<file path="config.mk">
export PLATFORM = sky130hd
export DESIGN_NAME = serial_net_forwarder
export DESIGN_NICKNAME = d
export VERILOG_FILES = /design/src/logic/serial_net_pkg.sv /design/src/logic/pack_if.sv /design/src/logic/serial_packer.sv /design/src/logic/serial_net_forwarder.sv
export SDC_FILE = /design/constraint.sdc
export NUM_CORES = 2
export LEC_CHECK = 0
export BUFFER_PORTS_ARGS = -buffer_cell sky130_fd_sc_hd__buf_4
export CORE_MARGIN = 3
export CORE_UTILIZATION = 40
export CTS_CLUSTER_DIAMETER = 100
export DETAILED_ROUTE_END_ITERATION = 7
export PLACE_DENSITY = 0.62
export SLEW_MARGIN = 20
export SYNTH_ARGS = -nofsm -noshare
export SYNTH_HDL_FRONTEND = slang
export SYNTH_SLANG_ARGS = --single-unit
</file>
<file path="constraint.sdc">
create_clock -name pclk -period 4.25 [get_ports pclk]
set_input_delay 0.425 -clock pclk [delete_from_list [all_inputs] [get_ports pclk]]
set_output_delay 0.425 -clock pclk [all_outputs]
set_load 0.02 [all_outputs]
</file>
<file path="src/logic/serial_net_pkg.sv">
// Shared constants for the serial/network packing forwarder.
// Assumes a 10 MHz pclk and an APB master with 32-bit data.
package serial_net_pkg;
  // Clock and time
  localparam int CLK_NS = 100;
  localparam int MS_NS = 1_000_000;
  localparam int MS_CYCLES = (MS_NS + CLK_NS - 1) / CLK_NS;
  localparam int MIN_MS = 60_000;
  // Sizes
  localparam int HOSTS = 8;
  localparam int BUF_BYTES = 1024;
  localparam int LEN_W = 11;
  localparam int HW = 16;
  localparam int ALIVE_W = 7;
  localparam int CONN_W = 4;
  localparam int CTRL_W = 10;
  // Register byte offsets
  localparam logic [7:0] OFS_CTRL = 8'h00;
  localparam logic [7:0] OFS_DELIM = 8'h04;
  localparam logic [7:0] OFS_PKTLEN = 8'h08;
  localparam logic [7:0] OFS_GAP = 8'h0C;
  localparam logic [7:0] OFS_ALIVE = 8'h10;
  localparam logic [7:0] OFS_RESPTO = 8'h14;
  localparam logic [7:0] OFS_MAXCONN = 8'h18;
  localparam logic [7:0] OFS_SERPARAM = 8'h1C;
  localparam logic [7:0] OFS_STATUS = 8'h20;
  // Control register fields
  localparam int CTRL_CMD = 0;
  localparam int CTRL_JAM = 1;
  localparam int CTRL_HCTL = 2;
  localparam int CTRL_LDLOW = 3;
  localparam int CTRL_UNREQ = 4;
  localparam int CTRL_PROC = 6;
  localparam int CTRL_D1EN = 8;
  localparam int CTRL_D2EN = 9;
  // Reset values
  localparam logic [6:0] ALIVE_RST = 7'h07;
  localparam logic [3:0] MAXCONN_RST = 4'h1;
  localparam logic [3:0] MAXCONN_TOP = 4'h8;
  typedef enum logic [1:0] {
    DP_NONE = 2'b00, DP_PLUS1 = 2'b01, DP_PLUS2 = 2'b10, DP_STRIP = 2'b11
  } delim_proc_type;
  typedef enum logic [1:0] {
    UNREQ_DISCARD = 2'b00, UNREQ_LAST = 2'b01, UNREQ_ALL = 2'b10
  } unreq_type;
endpackage : serial_net_pkg

</file>
<file path="src/logic/pack_if.sv">
// Packing settings and the millisecond tick passed to the packer.
// Assumes all members change only on pclk edges.
`timescale 1ns/100ps
interface pack_if;
  logic [10:0] pkt_len;
  logic [7:0] d1;
  logic [7:0] d2;
  logic d1_en;
  logic d2_en;
  serial_net_pkg::delim_proc_type proc;
  logic [15:0] gap_ms;
  logic ms_tick;
  modport cfg (output pkt_len, d1, d2, d1_en, d2_en, proc, gap_ms, ms_tick);
  modport packer (input pkt_len, d1, d2, d1_en, d2_en, proc, gap_ms, ms_tick);
endinterface : pack_if

</file>
<file path="src/logic/serial_packer.sv">
// Packs serial receive bytes into network packets.
// Assumes settings through pack_if and a stallable consumer.
`timescale 1ns/100ps
module serial_packer #(
  parameter int BUF = serial_net_pkg::BUF_BYTES
) (
  // Clock and reset
  input wire logic pclk,
  input wire logic presetn,
  // Packing settings
  pack_if.packer cfg,
  // Serial receive bytes
  input wire logic rx_valid,
  input wire logic [7:0] rx_data,
  output logic rx_ready,
  // Packed stream
  output logic out_valid,
  output logic [7:0] out_data,
  output logic out_flush,
  output logic out_empty,
  output logic [1:0] out_strip,
  input wire logic out_ready
);
  localparam logic [10:0] BUF_N = 11'(BUF);
  if (BUF < 1 || BUF > 2047) begin : g_bad_buf
    $error("serial_packer: BUF out of range");
  end
  typedef struct packed {
    logic [10:0] cnt;
    logic [1:0] tail;
    logic d1_seen;
    logic [15:0] idle;
    logic ov;
    logic [7:0] od;
    logic oflush;
    logic oempty;
    logic [1:0] ostrip;
  } pack_state_type;
  pack_state_type s;
  pack_state_type next_s;
  logic take;
  logic hit;
  logic flush;
  logic [10:0] cnt_n;
  assign rx_ready = !s.ov || out_ready;
  assign take = rx_valid && rx_ready;
  assign out_valid = s.ov;
  assign out_data = s.od;
  assign out_flush = s.oflush;
  assign out_empty = s.oempty;
  assign out_strip = s.ostrip;
  always_comb begin
    next_s = s;
    hit = 1'b0;
    flush = 1'b0;
    cnt_n = s.cnt + 11'd1;
    if (out_ready) begin
      next_s.ov = 1'b0;
      next_s.oflush = 1'b0;
      next_s.oempty = 1'b0;
      next_s.ostrip = 2'd0;
    end
    if (take) begin
      next_s.ov = 1'b1;
      next_s.od = rx_data;
      next_s.idle = 16'h0000;
      next_s.cnt = cnt_n;
      hit = cfg.d1_en && (cfg.d2_en ? (s.d1_seen && rx_data == cfg.d2)
                                    : rx_data == cfg.d1);
      next_s.d1_seen = cfg.d1_en && cfg.d2_en && rx_data == cfg.d1;
      if (s.tail != 2'd0) begin
        next_s.tail = s.tail - 2'd1;
        flush = (s.tail == 2'd1);
      end else if (hit) begin
        case (cfg.proc)
          serial_net_pkg::DP_NONE: flush = 1'b1;
          serial_net_pkg::DP_PLUS1: next_s.tail = 2'd1;
          serial_net_pkg::DP_PLUS2: next_s.tail = 2'd2;
          serial_net_pkg::DP_STRIP: begin
            flush = 1'b1;
            next_s.ostrip = cfg.d2_en ? 2'd2 : 2'd1;
          end
          default: flush = 1'b1;
        endcase
      end
      if (cfg.pkt_len != 11'd0 && cnt_n >= cfg.pkt_len) flush = 1'b1;
      if (cnt_n >= BUF_N) flush = 1'b1;
    end else if (cfg.ms_tick && s.cnt != 11'd0 && cfg.gap_ms != 16'h0000) begin
      if (s.idle != 16'hFFFF) next_s.idle = s.idle + 16'd1;
      if (next_s.idle >= cfg.gap_ms && !next_s.ov) begin
        flush = 1'b1;
        next_s.ov = 1'b1;
        next_s.oempty = 1'b1;
      end
    end
    if (flush) begin
      next_s.oflush = 1'b1;
      next_s.cnt = 11'd0;
      next_s.tail = 2'd0;
      next_s.d1_seen = 1'b0;
      next_s.idle = 16'h0000;
    end
  end
  always_ff @(posedge pclk or negedge presetn) begin
    if (!presetn) s <= '0;
    else s <= next_s;
  end
endmodule : serial_packer

</file>
<file path="src/logic/serial_net_forwarder.sv">
// Per-port forwarder: packing, host sessions, command queue, APB registers.
// Assumes an APB master on pclk and host/serial events synchronous to pclk.
// How it works
// - Probe open hosts each minute; close after alive-time minutes unanswered.
// - Alive time zero: no probes and connections never time out.
// - A closed slot is free again for any host's new connection.
// - Limit one gives full control; two or more is a data tunnel.
// - Multi-host mode serves two to eight hosts with local serial settings.
// - Network data reaches the serial port in arrival order.
// - Without skipping, hold the next group until every host took it.
// - With skipping, busy hosts are left out and others continue.
// - Multi-host control commands ignored unless enabled; latest then wins.
// - Link-down low option drives RTS and DTR low without connections.
// - Commands queue in FIFO order, one outstanding per host.
// - Responses go to the issuing host and are cached for repeats.
// - Response timeout moves on to the next command; zero waits forever.
// - Unrequested serial data is discarded, sent to last or to all.
// - Nonzero length flushes at that count; zero uses delimiters or full.
// - First delimiter byte flushes the buffer when enabled.
// - Reaching one kilobyte always flushes, delimiters or not.
// - Post-process needs delimiter one; both enabled needs both bytes.
// - Delimiter action: now, after one, after two, or stripped.
// - Idle serial input longer than the gap flushes the buffer.
//
// The placing of the registers and the APB slave port were decided locally.
`timescale 1ns/100ps
module serial_net_forwarder #(
  parameter int MS_CYC = serial_net_pkg::MS_CYCLES,
  parameter int MIN_MS = serial_net_pkg::MIN_MS
) (
  // Clock and reset
  input wire logic pclk,
  input wire logic presetn,
  // APB slave
  input wire logic psel,
  input wire logic penable,
  input wire logic pwrite,
  input wire logic [7:0] paddr,
  input wire logic [31:0] pwdata,
  output logic [31:0] prdata,
  output logic pready,
  output logic pslverr,
  // Serial receive bytes
  input wire logic rx_valid,
  input wire logic [7:0] rx_data,
  output logic rx_ready,
  // Packed stream to hosts
  output logic net_valid,
  output logic [7:0] net_data,
  output logic net_flush,
  output logic net_empty,
  output logic [1:0] net_strip,
  output logic [7:0] net_dest,
  input wire logic [7:0] host_busy,
  // Network data to the serial port
  input wire logic hd_valid,
  input wire logic [7:0] hd_data,
  output logic hd_ready,
  output logic ser_tx_valid,
  output logic [7:0] ser_tx_data,
  input wire logic ser_tx_ready,
  // Host sessions
  input wire logic open_req,
  input wire logic [2:0] open_host,
  input wire logic [7:0] host_close,
  input wire logic [7:0] alive_ack,
  output logic open_grant,
  output logic [7:0] conn,
  output logic [7:0] probe,
  output logic [7:0] drop,
  // Host port control
  input wire logic ctrl_valid,
  input wire logic [2:0] ctrl_host,
  input wire logic ctrl_rts,
  input wire logic ctrl_dtr,
  input wire logic [15:0] ctrl_param,
  output logic rts_out,
  output logic dtr_out,
  output logic [15:0] ser_param,
  // Command by command
  input wire logic cmd_valid,
  input wire logic [2:0] cmd_host,
  input wire logic [15:0] cmd_code,
  output logic cmd_ready,
  output logic iss_valid,
  output logic [15:0] iss_code,
  input wire logic iss_ready,
  input wire logic rsp_valid,
  input wire logic [15:0] rsp_data,
  output logic ans_valid,
  output logic [7:0] ans_mask,
  output logic [15:0] ans_data
);
  if (MS_CYC < 1 || MS_CYC > 65536 || MIN_MS < 1 || MIN_MS > 65536)
  begin : g_bad_time
    $error("serial_net_forwarder: time parameter out of range");
  end
  localparam logic [15:0] MS_LAST = 16'(MS_CYC - 1);
  localparam logic [15:0] MIN_LAST = 16'(MIN_MS - 1);
  typedef struct packed {
    logic [9:0] ctrl;
    logic [15:0] delim;
    logic [10:0] pkt_len;
    logic [15:0] gap;
    logic [6:0] alive;
    logic [15:0] respto;
    logic [3:0] maxconn;
    logic [15:0] serparam;
    logic [15:0] ms_cnt;
    logic [15:0] min_cnt;
    logic ms_tick;
    logic [7:0] conn;
    logic [7:0][6:0] miss;
    logic [7:0] probe;
    logic [7:0] drop;
    logic grant;
    logic rts;
    logic dtr;
    logic [15:0] host_param;
    logic pin_rts;
    logic pin_dtr;
    logic [15:0] sp;
    logic [7:0][2:0] q;
    logic [3:0] q_cnt;
    logic busy;
    logic [2:0] cur;
    logic [15:0] wait_ms;
    logic [2:0] last_req;
    logic [7:0] pend;
    logic [7:0][15:0] pend_code;
    logic [7:0] cache_vld;
    logic [7:0][15:0] cache_code;
    logic [7:0][15:0] cache_rsp;
    logic ans_valid;
    logic [7:0] ans_mask;
    logic [15:0] ans_data;
    logic st_valid;
    logic [7:0] st_data;
    logic [31:0] prdata;
    logic pslverr;
  } fwd_state_type;
  fwd_state_type s;
  fwd_state_type next_s;
  function automatic logic [7:0] onehot(input logic [2:0] h);
    onehot = 8'h01 << h;
  endfunction : onehot
  function automatic logic [3:0] ones(input logic [7:0] v);
    ones = 4'd0;
    for (int i = 0; i < 8; i++) ones = ones + 4'(v[i]);
  endfunction : ones
  pack_if pk();
  logic pk_ready;
  logic min_tick;
  logic [3:0] lim;
  logic multi;
  logic [3:0] qc;
  logic [2:0] h;
  assign pk.pkt_len = s.pkt_len;
  assign pk.d1 = s.delim[7:0];
  assign pk.d2 = s.delim[15:8];
  assign pk.d1_en = s.ctrl[serial_net_pkg::CTRL_D1EN];
  assign pk.d2_en = s.ctrl[serial_net_pkg::CTRL_D2EN];
  assign pk.proc =
    serial_net_pkg::delim_proc_type'(s.ctrl[serial_net_pkg::CTRL_PROC +: 2]);
  assign pk.gap_ms = s.gap;
  assign pk.ms_tick = s.ms_tick;
  serial_packer #(.BUF(serial_net_pkg::BUF_BYTES)) u_pack (
    .pclk(pclk),
    .presetn(presetn),
    .cfg(pk),
    .rx_valid(rx_valid),
    .rx_data(rx_data),
    .rx_ready(rx_ready),
    .out_valid(net_valid),
    .out_data(net_data),
    .out_flush(net_flush),
    .out_empty(net_empty),
    .out_strip(net_strip),
    .out_ready(pk_ready)
  );
  // Delivery to hosts: stall on any busy connected host, or skip busy ones
  assign net_dest = s.ctrl[serial_net_pkg::CTRL_JAM] ?
                    (s.conn & ~host_busy) : s.conn;
  assign pk_ready = s.ctrl[serial_net_pkg::CTRL_JAM] ||
                    ((s.conn & host_busy) == 8'h00);
  assign pready = 1'b1;
  assign prdata = s.prdata;
  assign pslverr = s.pslverr;
  assign hd_ready = !s.st_valid || ser_tx_ready;
  assign ser_tx_valid = s.st_valid;
  assign ser_tx_data = s.st_data;
  assign open_grant = s.grant;
  assign conn = s.conn;
  assign probe = s.probe;
  assign drop = s.drop;
  assign rts_out = s.pin_rts;
  assign dtr_out = s.pin_dtr;
  assign ser_param = s.sp;
  assign ans_valid = s.ans_valid;
  assign ans_mask = s.ans_mask;
  assign ans_data = s.ans_data;
  assign cmd_ready = s.ctrl[serial_net_pkg::CTRL_CMD] && s.conn[cmd_host] &&
                     !s.pend[cmd_host];
  assign iss_valid = s.ctrl[serial_net_pkg::CTRL_CMD] && !s.busy &&
                     s.q_cnt != 4'd0;
  assign iss_code = s.pend_code[s.q[0]];
  assign min_tick = s.ms_tick && s.min_cnt == MIN_LAST;
  assign lim = (s.maxconn == 4'd0) ? serial_net_pkg::MAXCONN_RST :
               (s.maxconn > serial_net_pkg::MAXCONN_TOP) ?
               serial_net_pkg::MAXCONN_TOP : s.maxconn;
  assign multi = lim > serial_net_pkg::MAXCONN_RST;
  always_comb begin
    next_s = s;
    qc = s.q_cnt;
    h = cmd_host;
    // Register bus: read data prepared in setup, writes in access
    if (psel && !penable) begin
      next_s.pslverr = 1'b0;
      case (paddr)
        serial_net_pkg::OFS_CTRL: next_s.prdata = 32'(s.ctrl);
        serial_net_pkg::OFS_DELIM: next_s.prdata = 32'(s.delim);
        serial_net_pkg::OFS_PKTLEN: next_s.prdata = 32'(s.pkt_len);
        serial_net_pkg::OFS_GAP: next_s.prdata = 32'(s.gap);
        serial_net_pkg::OFS_ALIVE: next_s.prdata = 32'(s.alive);
        serial_net_pkg::OFS_RESPTO: next_s.prdata = 32'(s.respto);
        serial_net_pkg::OFS_MAXCONN: next_s.prdata = 32'(s.maxconn);
        serial_net_pkg::OFS_SERPARAM: next_s.prdata = 32'(s.serparam);
        serial_net_pkg::OFS_STATUS:
          next_s.prdata = 32'({s.q_cnt, s.busy, s.conn});
        default: begin
          next_s.prdata = 32'h0000_0000;
          next_s.pslverr = 1'b1;
        end
      endcase
    end
    if (psel && penable && pwrite) begin
      case (paddr)
        serial_net_pkg::OFS_CTRL:
          next_s.ctrl = pwdata[serial_net_pkg::CTRL_W-1:0];
        serial_net_pkg::OFS_DELIM: next_s.delim = pwdata[15:0];
        serial_net_pkg::OFS_PKTLEN:
          next_s.pkt_len = pwdata[serial_net_pkg::LEN_W-1:0];
        serial_net_pkg::OFS_GAP: next_s.gap = pwdata[15:0];
        serial_net_pkg::OFS_ALIVE:
          next_s.alive = pwdata[serial_net_pkg::ALIVE_W-1:0];
        serial_net_pkg::OFS_RESPTO: next_s.respto = pwdata[15:0];
        serial_net_pkg::OFS_MAXCONN:
          next_s.maxconn = pwdata[serial_net_pkg::CONN_W-1:0];
        serial_net_pkg::OFS_SERPARAM: next_s.serparam = pwdata[15:0];
        default: ;
      endcase
    end
    // Millisecond and minute ticks
    next_s.ms_tick = (s.ms_cnt == MS_LAST);
    next_s.ms_cnt = next_s.ms_tick ? 16'h0000 : s.ms_cnt + 16'd1;
    if (s.ms_tick) next_s.min_cnt = min_tick ? 16'h0000 : s.min_cnt + 16'd1;
    // Keep-alive supervision per host
    next_s.probe = 8'h00;
    next_s.drop = 8'h00;
    next_s.grant = 1'b0;
    for (int i = 0; i < serial_net_pkg::HOSTS; i++) begin
      if (s.conn[i]) begin
        if (alive_ack[i]) next_s.miss[i] = 7'd0;
        else if (min_tick && s.alive != 7'd0) begin
          next_s.probe[i] = 1'b1;
          next_s.miss[i] = s.miss[i] + 7'd1;
          if (s.miss[i] + 7'd1 >= s.alive) begin
            next_s.conn[i] = 1'b0;
            next_s.drop[i] = 1'b1;
          end
        end
        if (host_close[i]) next_s.conn[i] = 1'b0;
      end
    end
    // Admission into any free slot
    if (open_req && !s.conn[open_host] && ones(s.conn) < lim) begin
      next_s.conn[open_host] = 1'b1;
      next_s.miss[open_host] = 7'd0;
      next_s.grant = 1'b1;
    end
    // Port control from hosts
    if (ctrl_valid && s.conn[ctrl_host] &&
        (!multi || s.ctrl[serial_net_pkg::CTRL_HCTL])) begin
      next_s.rts = ctrl_rts;
      next_s.dtr = ctrl_dtr;
      next_s.host_param = ctrl_param;
    end
    next_s.sp = multi ? s.serparam : s.host_param;
    next_s.pin_rts = s.rts && !(s.ctrl[serial_net_pkg::CTRL_LDLOW] &&
                                s.conn == 8'h00);
    next_s.pin_dtr = s.dtr && !(s.ctrl[serial_net_pkg::CTRL_LDLOW] &&
                                s.conn == 8'h00);
    // Network to serial, one stage, in order
    if (ser_tx_ready) next_s.st_valid = 1'b0;
    if (hd_valid && hd_ready) begin
      next_s.st_valid = 1'b1;
      next_s.st_data = hd_data;
    end
    // Command by command: response, timeout, issue, accept
    next_s.ans_valid = 1'b0;
    if (rsp_valid && s.busy) begin
      next_s.ans_valid = 1'b1;
      next_s.ans_mask = onehot(s.cur);
      next_s.ans_data = rsp_data;
      next_s.cache_vld[s.cur] = 1'b1;
      next_s.cache_code[s.cur] = s.pend_code[s.cur];
      next_s.cache_rsp[s.cur] = rsp_data;
      next_s.pend[s.cur] = 1'b0;
      next_s.busy = 1'b0;
    end else if (rsp_valid) begin
      case (serial_net_pkg::unreq_type'(
              s.ctrl[serial_net_pkg::CTRL_UNREQ +: 2]))
        serial_net_pkg::UNREQ_LAST: begin
          next_s.ans_valid = 1'b1;
          next_s.ans_mask = onehot(s.last_req);
          next_s.ans_data = rsp_data;
        end
        serial_net_pkg::UNREQ_ALL: begin
          next_s.ans_valid = 1'b1;
          next_s.ans_mask = s.conn;
          next_s.ans_data = rsp_data;
        end
        default: ;
      endcase
    end else if (s.busy && s.respto != 16'h0000 && s.ms_tick) begin
      next_s.wait_ms = s.wait_ms + 16'd1;
      if (next_s.wait_ms >= s.respto) begin
        next_s.busy = 1'b0;
        next_s.pend[s.cur] = 1'b0;
      end
    end
    if (iss_valid && iss_ready) begin
      next_s.busy = 1'b1;
      next_s.cur = s.q[0];
      next_s.wait_ms = 16'h0000;
      for (int i = 0; i < serial_net_pkg::HOSTS - 1; i++)
        next_s.q[i] = s.q[i+1];
      qc = s.q_cnt - 4'd1;
    end
    if (cmd_valid && cmd_ready) begin
      next_s.last_req = h;
      if (!rsp_valid && s.cache_vld[h] && s.cache_code[h] == cmd_code) begin
        next_s.ans_valid = 1'b1;
        next_s.ans_mask = onehot(h);
        next_s.ans_data = s.cache_rsp[h];
      end else begin
        next_s.pend[h] = 1'b1;
        next_s.pend_code[h] = cmd_code;
        next_s.q[qc[2:0]] = h;
        qc = qc + 4'd1;
      end
    end
    next_s.q_cnt = qc;
  end
  always_ff @(posedge pclk or negedge presetn) begin
    if (!presetn) begin
      s <= '0;
      s.alive <= serial_net_pkg::ALIVE_RST;
      s.maxconn <= serial_net_pkg::MAXCONN_RST;
      s.rts <= 1'b1;
      s.dtr <= 1'b1;
      s.pin_rts <= 1'b1;
      s.pin_dtr <= 1'b1;
    end else begin
      s <= next_s;
    end
  end
endmodule : serial_net_forwarder

</file>
==> flow_summary.json <==
{
  "dpl_cell_area_sq_um": 44200,
  "syn-cell-area_sq_um": 41200,
  "ys_seq_elements": 791,
  "cts_buffers": 90,
  "clock_sinks": 791,
  "synthArstFlopShare_pct": 100,
  "routed_wl_microns": 118000,
  "rr_endpoint": "conn[2]$_DFF_PN0_",
  "grt_pass1_vias": 30400,
  "power.density_nw_per_um2": 464,
  "cp-end-kind": "flip-flop",
  "cts-root-buf": "clkbuf_16",
  "ys_warn_count": 0,
  "fin_util_pct": 46.9,
  "status": "finished, final reports clean",
  "maxCapViolCount": 0,
  "vias": 30000,
  "fin_area_sq_um": 47900,
  "fmax_ghz": 0.236,
  "min_path_cells": 2,
  "avgSynthCellArea_sq_um": 11.1,
  "finalHoldViolations": 0,
  "tightest_slew_ns": 1.12,
  "portBuffers": 270,
  "grt_util_all_layers_pct": 21.8,
  "ir_drop_mv": 0.305,
  "layout-drive-gt1-share_pct": 25.9,
  "die_x_microns": 327,
  "instances_no_fill": 5338,
  "ant_nets": 0,
  "worst_clock_skew_ns": 0.0404,
  "startpoint_type": "flip-flop",
  "area_delta_synth_final_pct": 16.2,
  "first_iter_violations": 2379,
  "gp_congestion": 0.888,
  "cts_tree": "done",
  "antenna_found_initial": 4,
  "critPathRequiredTime_ns": 4.86,
  "die_h_microns": 327,
  "firstDrtPassIters": 5,
  "crit_type": "reg -> reg",
  "p_leak_nw": 22.3,
  "critPathMaxFanout": 8,
  "slew_viol_final": 0,
  "vias_per_cell": 5.62,
  "synth_edf_count": 0,
  "ctsLongestPathBuffers": 3,
  "syn_inst": 3718,
  "setup_violations": 0,
  "ioPinCount": 304,
  "synth-seq-area-share_pct": 48.0,
  "rsz0062_at_grt": "yes",
  "nets": 4178,
  "placedCellCount": 5134,
  "drc_errors": 0,
  "start_util_pct": 40.4,
  "post-route-period-util_pct": 99.5,
  "r2r-start": "conn[0]$_DFF_PN0_",
  "fin_crit_ns": 4.23,
  "gr-total-overflow": 0,
  "cts_max_level": 3,
  "min_from": "pwdata[11]",
  "clk_pin_slew_ns": 0.06,
  "fp.coreArea_sq_um": 102000,
  "die_area_sq_um": 107000,
  "wl_per_cell_microns": 22.1,
  "maxSlewHeadroom_pct": 25.1,
  "critPathArrivalTime_ns": 4.84,
  "grt_pass1_wl_microns": 183000,
  "ff2ff_path_depth": 17,
  "r2r_slack_ns": 0.02,
  "n_fill_cell": 9352,
  "clk_latency_ns": 0.68,
  "whs_endpoint": "s[679]$_DFFE_PN0P_",
  "hold_path.class": "in -> reg",
  "synthDistinctLibCells": 78,
  "ys.flop_type": "dfrtp_1",
  "place.detailed.hpwl_microns": 78100,
  "grt_max_degree": 173,
  "std_cell_rows": 117
}
-- critical path: stages, from the launching register on --
cell and delay (ns):
dfrtp_1 0.40, fa_1 0.54, inv_1 0.05, fa_1 0.45, fa_1 0.50, inv_2 0.04, ha_4 0.15, fa_2 0.54
ha_4 0.20, a21oi_2 0.11, nor2b_1 0.06, o21ai_1 0.10, and4b_1 0.26, nor2b_1 0.17, buf_4 0.15, and3b_1 0.19
buf_6 0.15, nand2b_1 0.10
-- power breakdown --
part	internal, W	switching (W)
Clock	0.00515	0.00332
Combinational	0.00241	0.00272
Sequential	0.00810	0.000514
Total	0.0157	0.00656
-- how the worst max path moves through the flow --
stage / startpoint / end / slack (ns) / cells after the start
finish: conn[0]$_DFF_PN0_ / conn[2]$_DFF_PN0_ / 0.02 / 17
global route: conn[0]$_DFF_PN0_ / conn[0]$_DFF_PN0_ / -0.14 / 17
CTS: conn[0]$_DFF_PN0_ / conn[2]$_DFF_PN0_ / 0.02 / 17
detailed placement: conn[0]$_DFF_PN0_ / s[597]$_DFF_PN0_ / -0.04 / 16
global placement: conn[0]$_DFF_PN0_ / conn[2]$_DFF_PN0_ / -0.05 / 17
floorplan: conn[0]$_DFF_PN0_ / conn[6]$_DFF_PN0_ / 0.01 / 15
-- placed cells by master (no fill, tap or decap), types with 81 or more instances in the layout --
master,Yosys,final
a21oi_1,112,111
a22o_1,90,90
a22oi_1,95,95
buf_4,126,373
clkbuf_16,0,91
dfrtp_1,783,780
ha_1,126,124
inv_1,94,93
mux2_2,334,334
mux4_2,81,81
nand2_1,367,356
nand3_1,89,88
nor2_1,201,192
o21ai_0,201,200
xnor2_1,86,86
-- state kept, by name, summed over array words and instances, names as in the netlist, 11 cells and up --
register and cells:
u_pack.s 30, ser_param 16, prdata 16, pk.pkt_len 11, ans_data 16, pk.gap_ms 16, s 606
-- cells in the mapped netlist (all sizes together), types with 90 or more instances --
cell type	instances	area share, %
a21oi	112	1.4
a22o	90	1.9
a22oi	95	1.7
buf	168	3.0
clkbuf	180	1.6
dfrtp	783	48
ha	126	3.8
inv	98	0.89
mux2	376	10
nand2	368	3.4
nor2	203	1.9
o21ai	203	2.5
-- final cells by class --
type	count	area [sq um]	share of cell area, %
inverters	101	379	0.791
clock inverters	39	679	1.42
well taps	1368	1710	3.57
flip-flops and latches	791	19800	41.4
clock buffers	124	2560	5.35
multi-input cells	2492	19400	40.5
diodes	3	7.51	0.0157
repair buffers	420	3360	7.01
-- per-layer routing --
layer  track usage [%]  up-vias  part of all wire [%]
li1                  -    13700                     -
met4              6.09        2                   2.6
met1              29.1    15200                    43
met5                 0        -                 0.017
met3              4.15      201                   6.0
met2              36.3      904                    48
-- what timing repair did --
action / in CTS / in global routing
gates resized for setup: 5 / 24
pin swaps: 1 / 13
hold buffers: 35 / 0
endpoints found under the hold margin: 84 / 0
buffers inserted: 1 / 2
setup endpoints to repair: 32 / 92
cloned: 0 / 0
-- metrics by stage --
stage               total power [W]  setup TNS (ns)  setup WS, ns  hold slack [ns]
floorplan                    0.0123               0       0.00986            0.129
global placement             0.0136          -0.960       -0.0523            0.379
detailed placement           0.0137          -0.336       -0.0434            0.386
CTS                          0.0223               0        0.0164          0.00164
global route                 0.0234           -3.42        -0.136          0.00856
finish                       0.0222               0        0.0207           0.0371
-- cells by family after synthesis --
logic type      after synthesis  synth area share (%)
mux                         495                  15.6
fa+ha+maj                   130                  4.02
compound gates              763                  13.0
other cells                   2                0.0182
buf+inv                     450                  5.53
xor+xnor                    143                  3.04
flops                       791                  48.0
simple gates                944                  10.7
(Power assumes the default switching activity.)
